===== src/hw/alarm_indicator_params.svh =====
/*
  Constants of the system alarm indicator: alarm codes, LED patterns,
  offset limit and timing counts.
  Assumes it is included by bare name from the modules and the test bench.
*/
`ifndef ALARM_INDICATOR_PARAMS_SVH
`define ALARM_INDICATOR_PARAMS_SVH

// ----------------------------------------------------------------------
// Alarm codes, binary value of the decimal alarm number
// ----------------------------------------------------------------------
`define CODE_NONE        10'h000
`define CODE_WDT         10'h398
`define CODE_RAM_PARITY  10'h38F
`define CODE_UNUSED_IRQ  10'h3A2
`define CODE_OFFSET      10'h3AC
`define CODE_ADD_RAM     10'h3E4
`define CODE_ROM_PC      10'h3E5
`define CODE_ROM_BASIC   10'h3E6
`define CODE_ROM_PAIR    10'h3E7
`define CODE_SYS_LOW     10'h384
`define CODE_SYS_EXCL    10'h38E

// ----------------------------------------------------------------------
// Status LED patterns, bit 3 down to bit 0, one means lit
// ----------------------------------------------------------------------
`define LED_NORMAL       4'h0
`define LED_SLAVE_OFF    4'h1
`define LED_SYS_ALARM    4'h2
`define LED_RAM_PARITY   4'h4
`define LED_ALL_ON       4'hF

// ----------------------------------------------------------------------
// Offset limit in micrometres, 999.999 mm
// ----------------------------------------------------------------------
`define OFFSET_LIMIT_UM  32'h000F423F

// ----------------------------------------------------------------------
// Timing: clock rate, flicker half period and power-on settle count
// ----------------------------------------------------------------------
`define CLK_KHZ          40000
`define FLICKER_HALF_MS  250
`define PWR_SETTLE       2'h3

`endif


===== src/hw/alarm_indicator_pkg.sv =====
/*
  Types of the system alarm indicator.
  Assumes nothing beyond the parameter header.
*/
package alarm_indicator_pkg;

  // Sticky alarm sources
  typedef struct packed {
    logic wdt;
    logic unused_irq;
    logic ram_parity;
    logic rom_pc;
    logic rom_basic;
    logic rom_pair;
    logic add_ram;
    logic offset;
  } alarm_flags_type;

  // Whole state of the top module
  typedef struct packed {
    alarm_flags_type flags;
    logic [9:0]      code;
    logic            active;
    logic [3:0]      rom_idx;
    logic            ram_fail;
    logic [2:0]      ram_num;
    logic [3:0]      led;
    logic            lamp;
    logic [2:0]      key_s1;
    logic [2:0]      key_s2;
    logic [1:0]      pwr_cnt;
    logic            pwr_done;
    logic            param_clear;
  } alarm_state_type;

  // Whole state of the flicker timer
  typedef struct packed {
    logic [23:0] count;
    logic        phase;
  } flicker_state_type;

endpackage


===== src/hw/flicker_timer.sv =====
/*
  Free running flicker source for the status LEDs.
  Assumes one clock and a synchronous active high reset.
*/
`timescale 1ns/1ps
`include "alarm_indicator_params.svh"

module flicker_timer #(
  parameter int HALF_CYC = `FLICKER_HALF_MS * `CLK_KHZ
) (
  input  wire logic clk_i,
  input  wire logic reset_i,
  output logic      blink_o
);

  alarm_indicator_pkg::flicker_state_type s_q;
  alarm_indicator_pkg::flicker_state_type s_d;

  // ----------------------------------------------------------------------
  // Counter toggles the phase every half period
  // ----------------------------------------------------------------------
  always_comb begin
    s_d = s_q;
    if (s_q.count >= 24'(HALF_CYC - 1)) begin
      s_d.count = 24'h000000;
      s_d.phase = ~s_q.phase;
    end else begin
      s_d.count = s_q.count + 24'h000001;
    end
  end

  // Register the state
  always_ff @(posedge clk_i) begin
    if (reset_i) begin
      s_q <= '0;
    end else begin
      s_q <= s_d;
    end
  end

  assign blink_o = s_q.phase;
endmodule // flicker_timer


===== src/hw/system_alarm_indicator.sv =====
/*
  System alarm indicator: latches fault events into alarm codes, drives the
  watchdog lamp and four status LEDs, and detects the power-on clear request.
  Assumes fault inputs come from logic on MCLK_I; switch and keys are pins.
*/
// Overview of operation
// - Watchdog expiry: code 920, watchdog lamp on
// - Unused interrupt raises processor error 930
// - Offset beyond 999.999 mm raises 940
// - Main RAM parity failure raises 911
// - Needed additional RAM missing raises 996
// - ROM faults 997/998/999 with failing ROM index
// - Four status LEDs mirror alarm content
// - Alarms 900-999 except 910/911: LED1 only
// - RAM parity alarm: LED2 only
// - RAM test failure: LED3 plus RAM number
// - LEDs flicker during RAM test wait/end
`timescale 1ns/1ps
`include "alarm_indicator_params.svh"

module system_alarm_indicator #(
  parameter int FLICKER_HALF_CYC = `FLICKER_HALF_MS * `CLK_KHZ
) (
  input  wire logic        MCLK_I,
  input  wire logic        RESET_I,
  input  wire logic        WDT_EXPIRED_I,
  input  wire logic        UNUSED_IRQ_I,
  input  wire logic        OFFSET_VALID_I,
  input  wire logic [31:0] OFFSET_VALUE_I,
  input  wire logic        RAM_PARITY_ERR_I,
  input  wire logic        ADD_RAM_OPTION_I,
  input  wire logic        ADD_RAM_OK_I,
  input  wire logic        ROM_PC_PARITY_I,
  input  wire logic        ROM_BASIC_PARITY_I,
  input  wire logic        ROM_PAIR_ERR_I,
  input  wire logic [3:0]  ROM_INDEX_I,
  input  wire logic        SLAVE_READY_I,
  input  wire logic        RAM_TEST_WAIT_I,
  input  wire logic        RAM_TEST_END_I,
  input  wire logic        RAM_TEST_FAIL_I,
  input  wire logic [2:0]  RAM_TEST_NUM_I,
  input  wire logic        ALARM_CLEAR_I,
  input  wire logic        PARAM_WRITE_EN_I,
  input  wire logic        CANCEL_KEY_I,
  input  wire logic        DELETE_KEY_I,
  output logic             ALARM_ACTIVE_O,
  output logic [9:0]       ALARM_CODE_O,
  output logic [3:0]       ROM_INDEX_O,
  output logic             WATCHDOG_ALARM_LAMP_O,
  output logic [3:0]       STATUS_LED_O,
  output logic             PARAM_CLEAR_O
);

  alarm_indicator_pkg::alarm_state_type s_q;
  alarm_indicator_pkg::alarm_state_type s_d;
  alarm_indicator_pkg::alarm_flags_type ev;
  logic                                 blink;
  logic                                 offset_bad;
  logic                                 rom_ev;

  // ----------------------------------------------------------------------
  // Flicker source
  // ----------------------------------------------------------------------
  flicker_timer #(
    .HALF_CYC (FLICKER_HALF_CYC)
  ) u_flicker (
    .clk_i   (MCLK_I),
    .reset_i (RESET_I),
    .blink_o (blink)
  );

  // ----------------------------------------------------------------------
  // Fault events of this cycle
  // ----------------------------------------------------------------------
  // Signed compare in micrometres so that both signs are caught
  assign offset_bad = OFFSET_VALID_I &&
                      (($signed(OFFSET_VALUE_I) > $signed(`OFFSET_LIMIT_UM)) ||
                       ($signed(OFFSET_VALUE_I) < -$signed(`OFFSET_LIMIT_UM)));
  assign rom_ev     = ROM_PC_PARITY_I | ROM_BASIC_PARITY_I | ROM_PAIR_ERR_I;

  always_comb begin
    ev            = '0;
    ev.wdt        = WDT_EXPIRED_I;
    ev.unused_irq = UNUSED_IRQ_I;
    ev.ram_parity = RAM_PARITY_ERR_I;
    ev.rom_pc     = ROM_PC_PARITY_I;
    ev.rom_basic  = ROM_BASIC_PARITY_I;
    ev.rom_pair   = ROM_PAIR_ERR_I;
    ev.add_ram    = ADD_RAM_OPTION_I & ~ADD_RAM_OK_I;
    ev.offset     = offset_bad;
  end

  // ----------------------------------------------------------------------
  // Next state
  // ----------------------------------------------------------------------
  always_comb begin
    s_d = s_q;

    // Sticky flags: an event in the clear cycle survives the clear
    s_d.flags = (ALARM_CLEAR_I ? '0 : s_q.flags) | ev;
    if (ALARM_CLEAR_I) begin
      s_d.active   = 1'b0;
      s_d.code     = `CODE_NONE;
      s_d.rom_idx  = 4'h0;
      s_d.ram_fail = 1'b0;
      s_d.ram_num  = 3'h0;
    end

    // First alarm latches its code; later ones are ignored until a clear
    if (!s_d.active) begin
      s_d.active = 1'b1;
      if (s_d.flags.wdt) begin
        s_d.code = `CODE_WDT;
      end else if (s_d.flags.unused_irq) begin
        s_d.code = `CODE_UNUSED_IRQ;
      end else if (s_d.flags.ram_parity) begin
        s_d.code = `CODE_RAM_PARITY;
      end else if (s_d.flags.rom_pair) begin
        s_d.code = `CODE_ROM_PAIR;
      end else if (s_d.flags.rom_basic) begin
        s_d.code = `CODE_ROM_BASIC;
      end else if (s_d.flags.rom_pc) begin
        s_d.code = `CODE_ROM_PC;
      end else if (s_d.flags.add_ram) begin
        s_d.code = `CODE_ADD_RAM;
      end else if (s_d.flags.offset) begin
        s_d.code = `CODE_OFFSET;
      end else begin
        s_d.active = 1'b0;
      end
    end

    // ROM index kept from the first ROM fault after a clear
    if (rom_ev && !(s_q.flags.rom_pc | s_q.flags.rom_basic | s_q.flags.rom_pair)) begin
      s_d.rom_idx = ROM_INDEX_I;
    end else if (rom_ev && ALARM_CLEAR_I) begin
      s_d.rom_idx = ROM_INDEX_I;
    end

    // RAM test result is sticky, first failing RAM kept
    if (RAM_TEST_FAIL_I && (!s_q.ram_fail || ALARM_CLEAR_I)) begin
      s_d.ram_fail = 1'b1;
      s_d.ram_num  = RAM_TEST_NUM_I;
    end

    s_d.lamp = s_d.flags.wdt;

    // LED priority: test fail, test flicker, parity, 9xx, slave ready
    if (s_d.ram_fail) begin
      s_d.led = {1'b1, s_d.ram_num};
    end else if (RAM_TEST_WAIT_I || RAM_TEST_END_I) begin
      s_d.led = blink ? `LED_ALL_ON : `LED_NORMAL;
    end else if (s_d.flags.ram_parity) begin
      s_d.led = `LED_RAM_PARITY;
    end else if (s_d.active && s_d.code >= `CODE_SYS_LOW &&
                 s_d.code != `CODE_SYS_EXCL && s_d.code != `CODE_RAM_PARITY) begin
      s_d.led = `LED_SYS_ALARM;
    end else if (!SLAVE_READY_I) begin
      s_d.led = `LED_SLAVE_OFF;
    end else begin
      s_d.led = `LED_NORMAL;
    end

    // Pins pass two flops; stage one feeds only stage two
    s_d.key_s1 = {PARAM_WRITE_EN_I, CANCEL_KEY_I, DELETE_KEY_I};
    s_d.key_s2 = s_q.key_s1;

    // Power-on clear is sampled once, after the synchroniser has filled
    s_d.param_clear = 1'b0;
    if (!s_q.pwr_done) begin
      if (s_q.pwr_cnt == `PWR_SETTLE) begin
        s_d.pwr_done    = 1'b1;
        s_d.param_clear = &s_q.key_s2;
      end else begin
        s_d.pwr_cnt = s_q.pwr_cnt + 2'h1;
      end
    end
  end

  // Register the state
  always_ff @(posedge MCLK_I) begin
    if (RESET_I) begin
      s_q <= '0;
    end else begin
      s_q <= s_d;
    end
  end

  // ----------------------------------------------------------------------
  // Outputs, all from flops
  // ----------------------------------------------------------------------
  assign ALARM_ACTIVE_O        = s_q.active;
  assign ALARM_CODE_O          = s_q.code;
  assign ROM_INDEX_O           = s_q.rom_idx;
  assign WATCHDOG_ALARM_LAMP_O = s_q.lamp;
  assign STATUS_LED_O          = s_q.led;
  assign PARAM_CLEAR_O         = s_q.param_clear;
endmodule // system_alarm_indicator


===== config.mk =====
export PLATFORM = sky130hd
export DESIGN_NAME = system_alarm_indicator
export DESIGN_NICKNAME = d
export VERILOG_FILES = /design/src/hw/alarm_indicator_pkg.sv /design/src/hw/flicker_timer.sv /design/src/hw/system_alarm_indicator.sv
export VERILOG_INCLUDE_DIRS = /design/src /design/src/hw
export SDC_FILE = /design/constraint.sdc
export NUM_CORES = 1
export LEC_CHECK = 0
export BUFFER_PORTS_ARGS = -buffer_cell sky130_fd_sc_hd__buf_2
export CORE_MARGIN = 1.5
export CORE_UTILIZATION = 50
export DETAILED_ROUTE_END_ITERATION = 10
export PLACE_DENSITY_LB_ADDON = 0.2
export SETUP_SLACK_MARGIN = 0.02
export SLEW_MARGIN = 20
export SYNTH_ARGS = -nofsm -noshare
export SYNTH_HDL_FRONTEND = slang
export SYNTH_SLANG_ARGS = --single-unit

===== constraint.sdc =====
create_clock -name MCLK_I -period 2.7 [get_ports MCLK_I]
set_input_delay 0 -clock MCLK_I [delete_from_list [all_inputs] [get_ports MCLK_I]]
set_output_delay 0 -clock MCLK_I [all_outputs]
set_load 0.05 [all_outputs]

==> run summary <==
The run finished with clean final reports. The area growth from synthesis to final layout was 23.78%; the number of warnings reported in the yosys synthesis log was 0. The setup path with the least slack is of type flop to flop.

Setup repair after global routing left no endpoint under its margin. The post-route netlist has 23.04% of its cells at a drive strength greater than 1. The number of antenna diodes in the final layout is 0. During I/O placement, the number of pins put on the boundary was 79.

The congestion estimate from routability-driven global placement came to 0.9815. The total power per unit cell area is 612.7 nW/um2, and the standby leakage power is 1.659 nW. Across every metal layer, demand over resource in global routing totals 21.79%.

The instance count along the most critical hold path was 3; the number of buffers on the longest clock path was 2. The die covers 6799 um2. The worst hold path startpoint is RAM_PARITY_ERR_I. The run gives 446 as the net count of the mapped netlist. Data required time at the worst endpoint: 2980 ps.

The H-tree was split into 3 levels. For the worst flop-to-flop path, the logic depth is 10. Number of global-route vias before repair: 2591. The critical path goes through ha_1 -> nand3_1 -> nor3_2 -> o311a_1 -> o21ai_1 -> a21oi_1 -> o41ai_2 -> nand2b_1 -> buf_4 -> nor2_1.

The finished layout holds 548 standard cells, fillers aside. The post-placement cell count is 514. Most frequently used flop master after synthesis: dfxtp_1. TritonCTS built the clock tree.

The max-capacitance violation count is 0, and the largest fanout on the critical path is 16. The placeable core area is 5991 um2, and the number of vias in the routed layout is 2915. Final HPWL from detailed placement: 4.848 mm. The critical path's slowest cell was o41ai_2. The number of iterations in the first detailed-routing pass is 4. The worst path uses 80.11% of the clock period. Startpoint of the worst register-to-register path: u_flicker.s_q[1]$_SDFF_PP0_.

The number of vias per cell works out to 5.319. STA classifies the critical path startpoint as a flop. The worst setup path is captured at a flop. The sequential group share of total power was 44.3%. The worst hold path terminates at s_q[39]$_SDFF_PP0_. The tightest min-delay check is of the primary input to flop type. The fraction of power spent switching nets works out to 25.95%. A synthesized cell averages 8.178 um2. Summed over all layers, the routed wires come to 6.960 mm.

For the number of nets in the layout, the log shows 528. The tools report the total count of max-transition violations in the final report as 0. At the later pin of the worst-skew pair, clock insertion delay measures 340 ps. Combinational logic is responsible for 14.6% of the overall power. Clock tree synthesis inserted a total of 9 buffers. The setup check on the worst reg-to-reg path leaves a slack of 540 ps. In the layout the commonest cells are nor2_1 (78), buf_2 (78), dfxtp_1 (66), nand2_1 (27), a21oi_1 (23).

The synthesized design contains 66 register bits. Sorting the synthesized cells by area gives the leading types as dfxtp_1 (42%), nor2_1 (9.3%), buf_4 (4.3%), xor2_1 (4.2%), a21oi_1 (3.6%). The completed layout was analyzed and its total power is 2.394 mW. In the final routed layout, each cell accounts on average for 12.70 um.

For this run, the register share of the synthesized area comes to 41.85%. In this run the horizontal extent of the chip is 82.46 um. The time the worst path needs with I/O delays and setup was 2163 ps. Summed over all failing endpoints, the final setup total negative slack is 0 ps. For this run, design rule violations remaining after detail routing come to 0. The worst clock skew is 7.913 ps, and the largest net degree at the start of global routing is 44. After filler insertion, the fill cell instance count of the layout stands at 534. The cell area that synthesis handed to floorplanning was 3157 um2. The worst ir drop on vdd is 0.0004312 V, and the synthesized instance count is 386. In this run the clock root is driven by a clkbuf_8. The unique cell type count in the Yosys netlist is 53, and the data arrival at the endpoint of the critical path is 2440 ps. The clock-pin slew reported for the worst setup and hold paths after clock tree synthesis works out to 70 ps. Internal power comes to 1.773 mW. In this run the biggest area consumer among cell types represents 41.85% of the synthesized area. In this run the tightest slew margin relative to its limit is 49.36%.

Once the floorplan was initialized, standard cells occupied 52.69% of the core. The analysis attributes to net switching a power of 0.6212 mW. The number of antenna violations at the first check in global routing was 0; the port buffer count was 78. Of all cell types, the one taking the most synthesized area is dfxtp_1.

Post-CTS timing repair inserted 0 buffers for setup. Clock tree synthesis found a total of 66 sinks. Setup violations remaining at the end of the flow were counted as 0. The detail route stage leaves a number of antenna-violating nets equal to 0.

For this run, the top clock speed supported by timing is 462.3 MHz. For this run, asynchronously set or reset flops after synthesis account for 0%. The die is 82.46 um tall. The number of rows in the core area is 28, and the transition time at the pin with the least slew margin is 759.5 ps.

The portion of total power attributed to the clock network is 41.1%, and the wire length of the first global-routing pass is 11.16 mm. The leftover overflow at the end of global routing came out at 0. The count of final hold-check violations is 0, and the number of enable flip-flop cells after synthesis is 0.

The tools report the number of DRC markers after the initial detailed-route iteration as 135. For this run, the slowest stage of the critical path takes 360 ps. The worst register-to-register path ends at u_flicker.s_q[12]$_SDFF_PP0_.
power groups by stage:
stage / Sequential, mW / Clock [mW] / Combinational [mW]
after global placement: 1.08 / 0 / 0.324
after global routing: 1.07 / 1.05 / 0.391
after CTS: 1.06 / 0.999 / 0.351
after detailed placement: 1.08 / 0 / 0.331
final: 1.06 / 0.983 / 0.350
after floorplan: 1.08 / 0 / 0.246
cell usage after synthesis (3+ instances only):
master and instances:
and3_1 3, a31oi_1 6, a32oi_1 3, nand4_1 14, nor4_1 5, xor2_1 15
nor2b_1 10, nor3_1 11, o21ai_0 11, nand2b_1 4, buf_2 3, xnor2_1 9
clkbuf_1 8, dfxtp_1 66, or3_1 3, inv_1 14, buf_4 18, nand2_1 27
nand3_1 13, nor3b_1 3, nor2_1 78, a21oi_1 23
state kept, by name (all words and copies together), names as in the netlist:
register,count
ALARM_CODE_O,10
u_flicker.s_q,24
PARAM_CLEAR_O,1
ALARM_ACTIVE_O,1
WATCHDOG_ALARM_LAMP_O,1
STATUS_LED_O,4
u_flicker.blink_o,1
ROM_INDEX_O,4
s_d,3
s_q,17
worst max-delay path: cells and delay by family (launching register included):
| family | cells | cell delay (ps) |
|---|---|---|
| compound gates | 4 | 850 |
| simple gates | 4 | 490 |
| flops | 1 | 330 |
| fa+ha+maj | 1 | 230 |
| buf+inv | 1 | 200 |
cell families after synthesis:
family / after synthesis / share of synthesized area [%]
fa+ha+maj: 2 / 0.7926
compound gates: 70 / 16.01
buf+inv: 44 / 7.491
xor+xnor: 24 / 6.659
flops: 66 / 41.86
simple gates: 180 / 27.19
stage by stage:
stage	instance area (um2)	utilization (%)	setup WS (ps)	hold slack, ps
floorplan	3157	-	556.8	117.4
global placement	3495	58.33	603.9	208.7
detailed placement	3495	58.33	534.4	212.9
CTS	3908	65.23	512.4	21.33
global route	3908	65.23	308.9	50.01
finish	3908	65.23	537.0	37.86
routing by layer:
| metal | track usage [%] | routed length [um] | up-vias | share of wire [%] |
|---|---|---|---|---|
| li1 | - | - | 1489 | - |
| met1 | 26.77 | 3249 | 1317 | 47 |
| met2 | 35.37 | 3093 | 92 | 44 |
| met3 | 6.264 | 472 | 17 | 6.8 |
| met4 | 9.492 | 144 | 0 | 2.1 |
| met5 | 0 | 0 | - | 0 |
worst max-delay path by stage:
stage                                startpoint                      endpoint  slack (ps)  cells past startpoint
2_1_floorplan  WATCHDOG_ALARM_LAMP_O$_SDFF_PP0_    STATUS_LED_O[0]$_SDFF_PP0_         560                      8
3_3_place_gp        u_flicker.s_q[1]$_SDFF_PP0_  u_flicker.s_q[12]$_SDFF_PP0_         600                     10
3_5_place_dp        u_flicker.s_q[1]$_SDFF_PP0_  u_flicker.s_q[10]$_SDFF_PP0_         530                     10
4_1_cts             u_flicker.s_q[1]$_SDFF_PP0_  u_flicker.s_q[12]$_SDFF_PP0_         510                     10
5_1_grt             u_flicker.s_q[1]$_SDFF_PP0_  u_flicker.s_q[11]$_SDFF_PP0_         310                     10
6_report            u_flicker.s_q[1]$_SDFF_PP0_  u_flicker.s_q[12]$_SDFF_PP0_         540                     10
layout make-up:
class	count	area, um2	share of cell area (%)
clock buffer	10	127.6	3.266
clock inverter	6	105.1	2.690
inverter	14	52.55	1.345
multi-input combinational	276	1599	40.92
sequential	66	1321	33.81
tap	75	93.84	2.402
timing repair buffer	101	608.1	15.56
repair_timing:
item / 4_1_cts / 5_1_grt
gates resized for setup: 0 / 0
hold endpoints to repair: 17 / 0
hold buffers: 18 / 0
Note: power is estimated with default switching activity, not from simulation.
